<file path="src/common/pllw_defs.vh">
// constants for the second pll configuration word and its serial loader
`ifndef PLLW_DEFS_VH
`define PLLW_DEFS_VH

`define PLLW_WORD_W        32
`define PLLW_CNT_W         6
`define PLLW_SYNC_W        4
`define PLLW_SEL_CODE      2'h2
`define PLLW_SEL_LSB       0
`define PLLW_SEL_MSB       1
`define PLLW_RESET_VALUE   32'hDB6D_B4A2
`define PLLW_BIT_DIR       2
`define PLLW_BIT_PRESET    3
`define PLLW_CUR_LSB       4
`define PLLW_CUR_MSB       7
`define PLLW_PFD_LSB       8
`define PLLW_PFD_MSB       9
`define PLLW_FB_LSB        10
`define PLLW_FB_MSB        12
`define PLLW_PAIR_BASE     13
`define PLLW_PAIR_W        3
`define PLLW_PAIR_N        5
`define PLLW_BIT_SLEEP_N   28
`define PLLW_BIT_ROLE      29
`define PLLW_BIT_DIVRST_N  30
`define PLLW_BIT_PUMP_ON   31
`define PLLW_ROLE_RESET    1'b0
`define PLLW_ROLE_HOLD     1'b1
`define PLLW_SYNC_SCLK     0
`define PLLW_SYNC_SDATA    1
`define PLLW_SYNC_SLE      2
`define PLLW_SYNC_PIN      3
`define PLLW_SYNC_IDLE     4'hC

`endif

</file>
<file path="src/rtl/pllw_word_two.v">
// second pll configuration word: serial load, field decode, shared pin role
//
// What this block does
// RULE1: [RULE1] store a received word only when bits 1:0 hold this word's select code
// RULE2: [RULE2] bit 2 sets pump direction, 0 positive and 1 negative; resets to 0
// RULE3: [RULE3] bit 3 set forces pump output to mid supply; resets to 0
// RULE4: [RULE4] bits 7:4 are pump current setting, reset value binary 1010
// RULE5: [RULE5] bits 9:8 are detector pulse width, reset value zero
// RULE6: [RULE6] bits 12:10 select feedback mux, reset value binary 101
// RULE7: [RULE7] five 3-bit pair source selects at bits 13..27, each resets to 101
// RULE8: [RULE8] bit 28 low puts outputs to sleep; resets to 1
// RULE9: [RULE9] bit 29 gives shared pin role, 0 divider reset, 1 pump hold
// RULE10: [RULE10] bit 30 low resets all dividers like the reset pin; resets to 1
// RULE11: [RULE11] bit 31 low tristates the pump like the hold pin; resets to 1
`timescale 1ns/1ps
`include "pllw_defs.vh"
module pllw_word_two
(
  input  wire                                     clk_sys_i,
  input  wire                                     rst_n_i,
  input  wire                                     cfg_clk_i,
  input  wire                                     cfg_data_i,
  input  wire                                     cfg_latch_i,
  input  wire                                     shared_pin_n_i,
  output reg  [`PLLW_WORD_W-1:0]                  pll_control_word_two_o,
  output reg                                      pump_direction_o,
  output reg                                      pump_midrail_preset_o,
  output reg  [`PLLW_CUR_MSB-`PLLW_CUR_LSB:0]     pump_current_o,
  output reg  [`PLLW_PFD_MSB-`PLLW_PFD_LSB:0]     detector_pulse_o,
  output reg  [`PLLW_FB_MSB-`PLLW_FB_LSB:0]       feedback_select_o,
  output reg  [`PLLW_PAIR_W-1:0]                  pair0_source_select_o,
  output reg  [`PLLW_PAIR_W-1:0]                  pair1_source_select_o,
  output reg  [`PLLW_PAIR_W-1:0]                  pair2_source_select_o,
  output reg  [`PLLW_PAIR_W-1:0]                  pair3_source_select_o,
  output reg  [`PLLW_PAIR_W-1:0]                  pair4_source_select_o,
  output reg                                      output_sleep_n_o,
  output reg                                      shared_pin_role_o,
  output reg                                      divider_reset_n_o,
  output reg                                      pump_tristate_o,
  output reg                                      word_loaded_o,
  output reg                                      word_ignored_o,
  output reg                                      frame_error_o
);

  // ************************************************************
  // pin synchronisation
  // ************************************************************

  wire [`PLLW_SYNC_W-1:0] pins_async;
  wire [`PLLW_SYNC_W-1:0] pins_sync;
  wire [`PLLW_SYNC_W-1:0] pins_rst_val;

  assign pins_async[`PLLW_SYNC_SCLK]  = cfg_clk_i;
  assign pins_async[`PLLW_SYNC_SDATA] = cfg_data_i;
  assign pins_async[`PLLW_SYNC_SLE]   = cfg_latch_i;
  assign pins_async[`PLLW_SYNC_PIN]   = shared_pin_n_i;
  // synchroniser starts at the idle levels, so no false edge follows reset
  assign pins_rst_val                 = `PLLW_SYNC_IDLE;

  pllw_sync
  #(
    .WIDTH (`PLLW_SYNC_W)
  )
  u_sync
  (
    .clk_sys_i (clk_sys_i),
    .rst_n_i   (rst_n_i),
    .async_i   (pins_async),
    .rst_val_i (pins_rst_val),
    .sync_o    (pins_sync)
  );

  wire sync_sclk;
  wire sync_sdata;
  wire sync_sle;
  wire sync_pin_n;

  assign sync_sclk  = pins_sync[`PLLW_SYNC_SCLK];
  assign sync_sdata = pins_sync[`PLLW_SYNC_SDATA];
  assign sync_sle   = pins_sync[`PLLW_SYNC_SLE];
  assign sync_pin_n = pins_sync[`PLLW_SYNC_PIN];

  // ************************************************************
  // serial receiver
  // ************************************************************

  wire [`PLLW_WORD_W-1:0] rx_word;
  wire                    rx_valid;
  wire                    rx_error;

  pllw_serial_rx u_rx
  (
    .clk_sys_i     (clk_sys_i),
    .rst_n_i       (rst_n_i),
    .sclk_i        (sync_sclk),
    .sdata_i       (sync_sdata),
    .sle_i         (sync_sle),
    .word_o        (rx_word),
    .word_valid_o  (rx_valid),
    .frame_error_o (rx_error)
  );

  // ************************************************************
  // word selection and storage
  // ************************************************************

  // true when the two low bits carry this word's select code
  function is_this_word;
    input [`PLLW_WORD_W-1:0] w;
    begin
      is_this_word = (w[`PLLW_SEL_MSB:`PLLW_SEL_LSB] == `PLLW_SEL_CODE);
    end
  endfunction

  reg  [`PLLW_WORD_W-1:0] word;
  reg  [`PLLW_WORD_W-1:0] next_word;
  wire                    accept;

  assign accept = rx_valid & is_this_word(rx_word); // [RULE1]

  always @*
  begin
    next_word = word;
    if (accept)
      next_word = rx_word; // [RULE1]
  end

  always @(posedge clk_sys_i)
  begin
    if (!rst_n_i)
      word <= `PLLW_RESET_VALUE; // [RULE2] [RULE3] [RULE4] [RULE5] [RULE6] [RULE7] [RULE8] [RULE9] [RULE10] [RULE11]
    else
      word <= next_word;
  end

  // ************************************************************
  // field decode
  // ************************************************************

  wire [`PLLW_PAIR_W-1:0] pair_sel [0:`PLLW_PAIR_N-1];

  genvar gi;
  generate
    for (gi = 0; gi < `PLLW_PAIR_N; gi = gi + 1)
    begin : g_pair
      // pair gi takes three bits starting at base plus three per pair
      assign pair_sel[gi] = word[`PLLW_PAIR_BASE + gi*`PLLW_PAIR_W +: `PLLW_PAIR_W]; // [RULE7]
    end
  endgenerate

  // ************************************************************
  // shared pin role and control merge
  // ************************************************************

  wire pin_active;
  wire role_hold;
  wire next_divider_reset_n;
  wire next_pump_tristate;

  assign pin_active = ~sync_pin_n;
  assign role_hold  = (word[`PLLW_BIT_ROLE] == `PLLW_ROLE_HOLD); // [RULE9]

  // software reset bit and pin in reset role both reset the dividers
  assign next_divider_reset_n = word[`PLLW_BIT_DIVRST_N] & ~(pin_active & ~role_hold); // [RULE9] [RULE10]

  // software hold bit and pin in hold role both tristate the pump
  assign next_pump_tristate = ~word[`PLLW_BIT_PUMP_ON] | (pin_active & role_hold); // [RULE9] [RULE11]

  // ************************************************************
  // power-up values of the field outputs
  // ************************************************************

  // each field powers up to its own slice of the reset word; the pump tristate control powers up to the inverse of bit 31
  localparam [`PLLW_WORD_W-1:0]              RST_WORD     = `PLLW_RESET_VALUE;
  localparam [0:0]                           RST_DIR      = RST_WORD[`PLLW_BIT_DIR];
  localparam [0:0]                           RST_PRESET   = RST_WORD[`PLLW_BIT_PRESET];
  localparam [`PLLW_CUR_MSB-`PLLW_CUR_LSB:0] RST_CUR      = RST_WORD[`PLLW_CUR_MSB:`PLLW_CUR_LSB];
  localparam [`PLLW_PFD_MSB-`PLLW_PFD_LSB:0] RST_PULSE    = RST_WORD[`PLLW_PFD_MSB:`PLLW_PFD_LSB];
  localparam [`PLLW_FB_MSB-`PLLW_FB_LSB:0]   RST_FB       = RST_WORD[`PLLW_FB_MSB:`PLLW_FB_LSB];
  localparam [`PLLW_PAIR_W-1:0]              RST_PAIR0    = RST_WORD[`PLLW_PAIR_BASE +: `PLLW_PAIR_W];
  localparam [`PLLW_PAIR_W-1:0]              RST_PAIR1    = RST_WORD[`PLLW_PAIR_BASE + `PLLW_PAIR_W +: `PLLW_PAIR_W];
  localparam [`PLLW_PAIR_W-1:0]              RST_PAIR2    = RST_WORD[`PLLW_PAIR_BASE + 2*`PLLW_PAIR_W +: `PLLW_PAIR_W];
  localparam [`PLLW_PAIR_W-1:0]              RST_PAIR3    = RST_WORD[`PLLW_PAIR_BASE + 3*`PLLW_PAIR_W +: `PLLW_PAIR_W];
  localparam [`PLLW_PAIR_W-1:0]              RST_PAIR4    = RST_WORD[`PLLW_PAIR_BASE + 4*`PLLW_PAIR_W +: `PLLW_PAIR_W];
  localparam [0:0]                           RST_SLEEP_N  = RST_WORD[`PLLW_BIT_SLEEP_N];
  localparam [0:0]                           RST_ROLE     = RST_WORD[`PLLW_BIT_ROLE];
  localparam [0:0]                           RST_DIVRST_N = RST_WORD[`PLLW_BIT_DIVRST_N];
  localparam [0:0]                           RST_TRISTATE = ~RST_WORD[`PLLW_BIT_PUMP_ON];

  // ************************************************************
  // next output values
  // ************************************************************

  wire                                   next_direction;
  wire                                   next_preset;
  wire [`PLLW_CUR_MSB-`PLLW_CUR_LSB:0]   next_current;
  wire [`PLLW_PFD_MSB-`PLLW_PFD_LSB:0]   next_pulse;
  wire [`PLLW_FB_MSB-`PLLW_FB_LSB:0]     next_feedback;
  wire [`PLLW_PAIR_W-1:0]                next_pair0;
  wire [`PLLW_PAIR_W-1:0]                next_pair1;
  wire [`PLLW_PAIR_W-1:0]                next_pair2;
  wire [`PLLW_PAIR_W-1:0]                next_pair3;
  wire [`PLLW_PAIR_W-1:0]                next_pair4;
  wire                                   next_sleep_n;
  wire                                   next_role;
  wire                                   next_loaded;
  wire                                   next_ignored;

  assign next_direction = word[`PLLW_BIT_DIR];               // [RULE2]
  assign next_preset    = word[`PLLW_BIT_PRESET];            // [RULE3]
  assign next_current   = word[`PLLW_CUR_MSB:`PLLW_CUR_LSB]; // [RULE4]
  assign next_pulse     = word[`PLLW_PFD_MSB:`PLLW_PFD_LSB]; // [RULE5]
  assign next_feedback  = word[`PLLW_FB_MSB:`PLLW_FB_LSB];   // [RULE6]
  assign next_pair0     = pair_sel[0];                       // [RULE7]
  assign next_pair1     = pair_sel[1];                       // [RULE7]
  assign next_pair2     = pair_sel[2];                       // [RULE7]
  assign next_pair3     = pair_sel[3];                       // [RULE7]
  assign next_pair4     = pair_sel[4];                       // [RULE7]
  assign next_sleep_n   = word[`PLLW_BIT_SLEEP_N];           // [RULE8]
  assign next_role      = word[`PLLW_BIT_ROLE];              // [RULE9]
  assign next_loaded    = accept;                            // [RULE1]
  assign next_ignored   = rx_valid & ~is_this_word(rx_word); // [RULE1]

  // ************************************************************
  // registered field outputs
  // ************************************************************

  // the loaded pulse leads the stored word on these outputs by one cycle
  always @(posedge clk_sys_i)
  begin
    if (!rst_n_i)
    begin
      pll_control_word_two_o <= RST_WORD;
      pump_direction_o       <= RST_DIR;
      pump_midrail_preset_o  <= RST_PRESET;
      pump_current_o         <= RST_CUR;
      detector_pulse_o       <= RST_PULSE;
      feedback_select_o      <= RST_FB;
      pair0_source_select_o  <= RST_PAIR0;
      pair1_source_select_o  <= RST_PAIR1;
      pair2_source_select_o  <= RST_PAIR2;
      pair3_source_select_o  <= RST_PAIR3;
      pair4_source_select_o  <= RST_PAIR4;
      output_sleep_n_o       <= RST_SLEEP_N;
      shared_pin_role_o      <= RST_ROLE;
    end
    else
    begin
      pll_control_word_two_o <= word;
      pump_direction_o       <= next_direction; // [RULE2]
      pump_midrail_preset_o  <= next_preset;    // [RULE3]
      pump_current_o         <= next_current;   // [RULE4]
      detector_pulse_o       <= next_pulse;     // [RULE5]
      feedback_select_o      <= next_feedback;  // [RULE6]
      pair0_source_select_o  <= next_pair0;     // [RULE7]
      pair1_source_select_o  <= next_pair1;
      pair2_source_select_o  <= next_pair2;
      pair3_source_select_o  <= next_pair3;
      pair4_source_select_o  <= next_pair4;
      output_sleep_n_o       <= next_sleep_n;   // [RULE8]
      shared_pin_role_o      <= next_role;      // [RULE9]
    end
  end

  // ************************************************************
  // registered pin controls
  // ************************************************************

  // soft bits and the shared pin merge here, so both act in the same cycle
  always @(posedge clk_sys_i)
  begin
    if (!rst_n_i)
    begin
      divider_reset_n_o <= RST_DIVRST_N;
      pump_tristate_o   <= RST_TRISTATE;
    end
    else
    begin
      divider_reset_n_o <= next_divider_reset_n; // [RULE10]
      pump_tristate_o   <= next_pump_tristate;   // [RULE11]
    end
  end

  // ************************************************************
  // frame outcome pulses
  // ************************************************************

  // one pulse per frame, never two of the three at once
  always @(posedge clk_sys_i)
  begin
    if (!rst_n_i)
    begin
      word_loaded_o  <= 1'b0;
      word_ignored_o <= 1'b0;
      frame_error_o  <= 1'b0;
    end
    else
    begin
      word_loaded_o  <= next_loaded;  // [RULE1]
      word_ignored_o <= next_ignored; // [RULE1]
      frame_error_o  <= rx_error;
    end
  end

endmodule

</file>
<file path="src/rtl/pllw_sync.v">
// two flip-flop synchroniser for a group of pin levels
`timescale 1ns/1ps
module pllw_sync
#(
  parameter WIDTH = 4
)
(
  input  wire             clk_sys_i,
  input  wire             rst_n_i,
  input  wire [WIDTH-1:0] async_i,
  input  wire [WIDTH-1:0] rst_val_i,
  output wire [WIDTH-1:0] sync_o
);

  reg [WIDTH-1:0] stage_one;
  reg [WIDTH-1:0] stage_two;

  // the first stage feeds the second stage only; reset loads the idle levels
  always @(posedge clk_sys_i)
  begin
    if (!rst_n_i)
    begin
      stage_one <= rst_val_i;
      stage_two <= rst_val_i;
    end
    else
    begin
      stage_one <= async_i;
      stage_two <= stage_one;
    end
  end

  assign sync_o = stage_two;

endmodule

</file>
<file path="src/rtl/pllw_serial_rx.v">
// serial word receiver: shifts data on clock rises, frames on latch-enable rise
`timescale 1ns/1ps
`include "pllw_defs.vh"
module pllw_serial_rx
(
  input  wire                    clk_sys_i,
  input  wire                    rst_n_i,
  input  wire                    sclk_i,
  input  wire                    sdata_i,
  input  wire                    sle_i,
  output reg  [`PLLW_WORD_W-1:0] word_o,
  output reg                     word_valid_o,
  output reg                     frame_error_o
);

  reg                     sclk_d;
  reg                     sle_d;
  reg [`PLLW_WORD_W-1:0]  shift;
  reg [`PLLW_CNT_W-1:0]   count;
  wire                    sclk_rise;
  wire                    sle_rise;
  wire                    full;

  assign sclk_rise = sclk_i & ~sclk_d;
  assign sle_rise  = sle_i & ~sle_d;
  assign full      = (count == `PLLW_WORD_W);

  always @(posedge clk_sys_i)
  begin
    if (!rst_n_i)
    begin
      sclk_d        <= 1'b0;
      sle_d         <= 1'b1;
      shift         <= {`PLLW_WORD_W{1'b0}};
      count         <= {`PLLW_CNT_W{1'b0}};
      word_o        <= {`PLLW_WORD_W{1'b0}};
      word_valid_o  <= 1'b0;
      frame_error_o <= 1'b0;
    end
    else
    begin
      sclk_d        <= sclk_i;
      sle_d         <= sle_i;
      word_valid_o  <= 1'b0;
      frame_error_o <= 1'b0;
      if (sle_rise)
      begin
        // only a frame of exactly one word is passed on
        word_o        <= shift;
        word_valid_o  <= full;
        frame_error_o <= ~full;
        count         <= {`PLLW_CNT_W{1'b0}};
      end
      else if (!sle_i && sclk_rise)
      begin
        // msb first; bits beyond one word mark the frame bad
        shift <= {shift[`PLLW_WORD_W-2:0], sdata_i};
        if (count <= `PLLW_WORD_W)
          count <= count + 1'b1;
      end
    end
  end

endmodule

</file>
<file path="config.mk">
export PLATFORM = sky130hd
export DESIGN_NAME = pllw_word_two
export DESIGN_NICKNAME = d
export VERILOG_FILES = /design/src/rtl/pllw_word_two.v /design/src/rtl/pllw_sync.v /design/src/rtl/pllw_serial_rx.v
export VERILOG_INCLUDE_DIRS = /design/src /design/src/common
export SDC_FILE = /design/constraint.sdc
export NUM_CORES = 1
export LEC_CHECK = 0
export BUFFER_PORTS_ARGS = -buffer_cell sky130_fd_sc_hd__buf_2
export CAP_MARGIN = 20
export CORE_ASPECT_RATIO = 1.5
export CORE_MARGIN = 1
export CORE_UTILIZATION = 55
export DETAILED_ROUTE_END_ITERATION = 16
export GPL_ROUTABILITY_DRIVEN = 0
export GPL_TIMING_DRIVEN = 0
export PLACE_DENSITY = 0.78
export SLEW_MARGIN = 5
export SYNTH_ARGS = -nofsm -noshare
export SYNTH_HDL_FRONTEND = slang
export SYNTH_SLANG_ARGS = --single-unit
export TNS_END_PERCENT = 30
</file>
<file path="constraint.sdc">
create_clock -name clk_sys_i -period 3.5 [get_ports clk_sys_i]
set_clock_uncertainty 0.15 [all_clocks]
set_input_delay 0.7 -clock clk_sys_i [delete_from_list [all_inputs] [get_ports clk_sys_i]]
set_output_delay 0.7 -clock clk_sys_i [all_outputs]
set_load 0.05 [all_outputs]
</file>
Yosys cells after proc, flatten, opt, wreduce, memory -nomap -nowiden. Index checks and enable logic that the tools add are counted.

Bits of input ports: 6. Bits in registers: 179. Output and inout port bits: 65.

Bitwise logic cells: 18. $lt $le $gt $ge: 1. Reductions and logical operators: 6. Add/sub/neg operators: 1. Equal/unequal tests: 2.

Operators with widths (count): NOT 1 bit (10); AND 1 bit (7); adder 6 x 1 -> 6 bit (second input constant) (1); == test 6 bit (second input constant) (1); less-or-equal comparator 6 bit (second input constant) (1); AND reduction 2 bit (3); == test 2 bit (second input constant) (1); OR reduction 2 bit (1); logical AND 1 bit (1); zero test 1 bit (1); OR 1 bit (1).

Logic depth before layout (Yosys ltp).
Depth after elaboration: 4. Gate-level depth with buffers: 6. Gate-level depth less buffers: 5.

Cells and area by module. A second synthesis with hierarchy kept.

Cells, all modules: 504. Area, all modules: 5320.1 sq um.

By module, submodules not included: pllw_serial_rx (instances 1, area an instance 2523.7 sq um, cells an instance 260); pllw_word_two (instances 1, area an instance 2504.9 sq um, cells an instance 227); pllw_sync (instances 1, area an instance 291.5 sq um, cells an instance 17).

Worst setup path after synthesis. OpenSTA, ideal clock, no wires.

Path type: input-to-reg. From: in rst_n_i. To: reg word[18]. Setup slack: 1.652 ns. Stages on the path: 4. Arrival: 1.581 ns. Buffers on the path: 2. Cell sequence: clkbuf_1 > nand2_1 > clkbuf_1 > a22o_1.

RTL lines: start: declaration (RTL line pllw_word_two.v:20) `input wire rst_n_i,`; end signal: assignment (RTL line pllw_word_two.v:131) `` word <= `PLLW_RESET_VALUE; ``; end signal: assignment (RTL line pllw_word_two.v:133) `word <= next_word;`; end: declaration (RTL line pllw_word_two.v:115) `` reg [`PLLW_WORD_W-1:0] word; ``.

==> impl_metrics.py <==
metrics = {
    "timing": {
        "rsz0062_at_grt": "false",
        "tns_ps": 0,
        "post-route-min-period_ps": 2330,
        "hold_ws_ps": 259,
        "setup_ws_ps": 1170,
        "fin_crit_sh_pct": 66.5,
        "worst_pin_slew_ps": 804,
        "finalSetupViolations": 0,
        "timing.final.max_slew_violations": 0,
        "max_freq_mhz": 430,
        "hold_viol": 0,
        "slew_headroom_pct": 46.3,
    },
    "synthesis": {
        "yosysWarningCount": 0,
        "synth_cell_type_count": 33,
        "synth_area_leaders": "dfxtp_1 (61%), a22o_1 (8.7%), nand2_1 (5.2%)",
        "syn-num-nets": 493,
        "syn_inst": 485,
        "avgSynthCellArea_um2": 10.2,
        "synth_top_cell_by_area": "dfxtp_1",
        "yosysTopAreaCellShare_pct": 61.1,
        "syn_area_um2": 4940,
        "synth-seq-area-share_pct": 61.1,
        "ys_ff_latch": 151,
    },
    "clocking": {
        "ctsHoldBuffers": 0,
        "clk_latency_ps": 410,
        "cts-buffers-inserted": 17,
        "root_buffer": "clkbuf_16",
        "clock_path_buffers": 2,
        "clock_sinks": 151,
        "cts_setup_buffers": 0,
        "h-tree-depth": 4,
        "ctsResizeCount": 0,
        "clk_pin_slew_ps": 50,
        "cts_tree": "done",
    },
    "cells_and_area": {
        "diodes": 0,
        "drive_gt1_share_pct": 22.6,
        "synthToLayoutAreaGrowth_pct": 20.7,
        "fin_util_pct": 68.0,
        "instances_no_fill": 695,
        "finalInstanceArea_um2": 5970,
        "fin_nets": 582,
    },
    "worst_setup_path": {
        "r2r-start": "u_sync.sync_o[0]",
        "crit_path_end_kind": "register",
        "worstSetupStartpointType": "primary input",
        "required_ps": 3650,
        "worstReg2RegEnd": "u_rx.shift[18]",
        "r2r_cells": 4,
        "path_class": "in2reg",
        "crit_path_max_fanout": 10,
        "r2r_slack_ps": 1550,
        "timing.critical_path.arrival_ps": 2480,
    },
    "route": {
        "drc": 0,
        "wl_per_cell_um": 13.8,
        "via_per_inst": 5.16,
        "antenna_left": 0,
        "drtIter0Drc": 222,
        "wirelength_mm": 9.63,
        "dr.pass1.iters": 5,
        "vias": 3585,
    },
    "floorplan": {
        "die_x_um": 79.4,
        "core_um2": 8780,
        "rows": 42,
        "dieArea_um2": 9380,
        "fp.dieH_um": 118,
        "start_util_pct": 56.3,
        "io_pins": 71,
    },
    "power_and_ir_drop": {
        "powerDensity_nw_per_um2": 572,
        "leakage_nw": 2.53,
        "ir_worst_vdd_v": 0.000377,
        "finalPower_mw": 3.41,
    },
    "min_path": {
        "hold_depth": 1,
        "holdPathEnd": "u_sync.sync_o[2]",
        "min_from": "u_sync.stage_one[2]",
        "hp-class": "reg2reg",
    },
    "global_routing": {
        "grt_pass1_vias": 3389,
        "grt_usage_pct": 22.1,
        "grt_max_degree": 17,
        "gr-total-overflow": 0,
        "grt_pass1_wl_mm": 15.7,
        "grt_antenna_before_repair": 0,
    },
    "placement": {
        "io_buffers": 70,
        "dp_worst_setup_slack_ps": 820,
        "dp_hpwl_mm": 6.48,
        "place_area_um2": 5430,
        "dp_cells": 665,
    },
    "run": {
        "cap_violations": 0,
    },
    "status": {
        "status": "finished, final reports clean",
    },
}
## worst max-delay path, cell delays in order
cell	delay, ps
buf_2	110
clkbuf_1	500
nand2_1	520
clkbuf_1	400
a22o_1	260
## layout make-up
cell class              count  area [um^2]
clock buffers              26          489
clock inverters             4         45.0
multi-input cells         269         1560
flip-flops and latches    151         3020
inverters                   7         26.3
plain buffers              58          330
well taps                 110          138
repair buffers             70          350
fillers                   693         2810
## routing by layer
layer	up-vias	routed length [um]	GRT usage [%]	share of wire, %
met4	0	163	9.20	1.7
met3	12	465	5.43	4.8
met2	94	5060	39.3	53
met1	1702	3930	24.5	41
li1	1777	-	-	-
met5	-	0	0	0
## worst max-delay path by stage
stage	start	endpoint	slack, ps
2_1_floorplan	rst_n_i	word[18]	1650
3_3_place_gp	rst_n_i	word[25]	830
3_5_place_dp	rst_n_i	word[19]	820
4_1_cts	rst_n_i	word[18]	1270
5_1_grt	rst_n_i	word[19]	1160
6_report	rst_n_i	word[19]	1170
## cells in the final DEF (no fill, tap or decap), drive strengths merged, types with 4 or more instances in the layout
cell type  netlist  final
a21oi           35     35
inv              6      6
a22o            49     49
nand2b          25     25
clkinv           1      4
and2            21     21
nor2            26     26
dfxtp          151    151
nand2           69     69
clkbuf          23     49
buf             35    105
nand3            6      6
o21ai           15     15
## where the power goes
group	internal [mW]	switching [mW]
combinational	0.0124	0.0381
clock	1.02	0.613
sequential	1.73	0.00198
total	2.76	0.653
## synthesized netlist by cell type (all sizes together)
library cell / count
a2111oi: 1
a211oi: 2
a21boi: 1
a21oi: 35
a22o: 49
and2: 21
and3: 1
and3b: 1
buf: 35
clkbuf: 23
clkinv: 1
dfxtp: 151
ha: 2
inv: 6
mux2i: 3
nand2: 69
nand2b: 25
nand3: 6
nand3b: 2
nand4b: 1
nor2: 26
nor3: 1
nor3b: 1
nor4b: 1
o21a: 2
o21ai: 15
o31a: 1
or3: 1
or3b: 1
or4b: 1
## state kept, by name (all words and copies together), names as in the netlist, 4 cells and up
register	count
u_rx.shift	32
u_rx.word_o	32
u_sync.sync_o	4
pll_control_word_two_o	32
u_rx.count	6
u_sync.stage_one	4
word	32
## kinds of logic after synthesis
group / share of synthesized area [%]
AND/OR/NAND/NOR: 15.4
flip-flops: 61.1
AO/OA/AOI/OAI: 15.1
buffers and inverters: 7.21
multiplexers: 0.607
adder cells (fa/ha/maj): 0.506
Note: power is estimated with default switching activity, not from simulation.
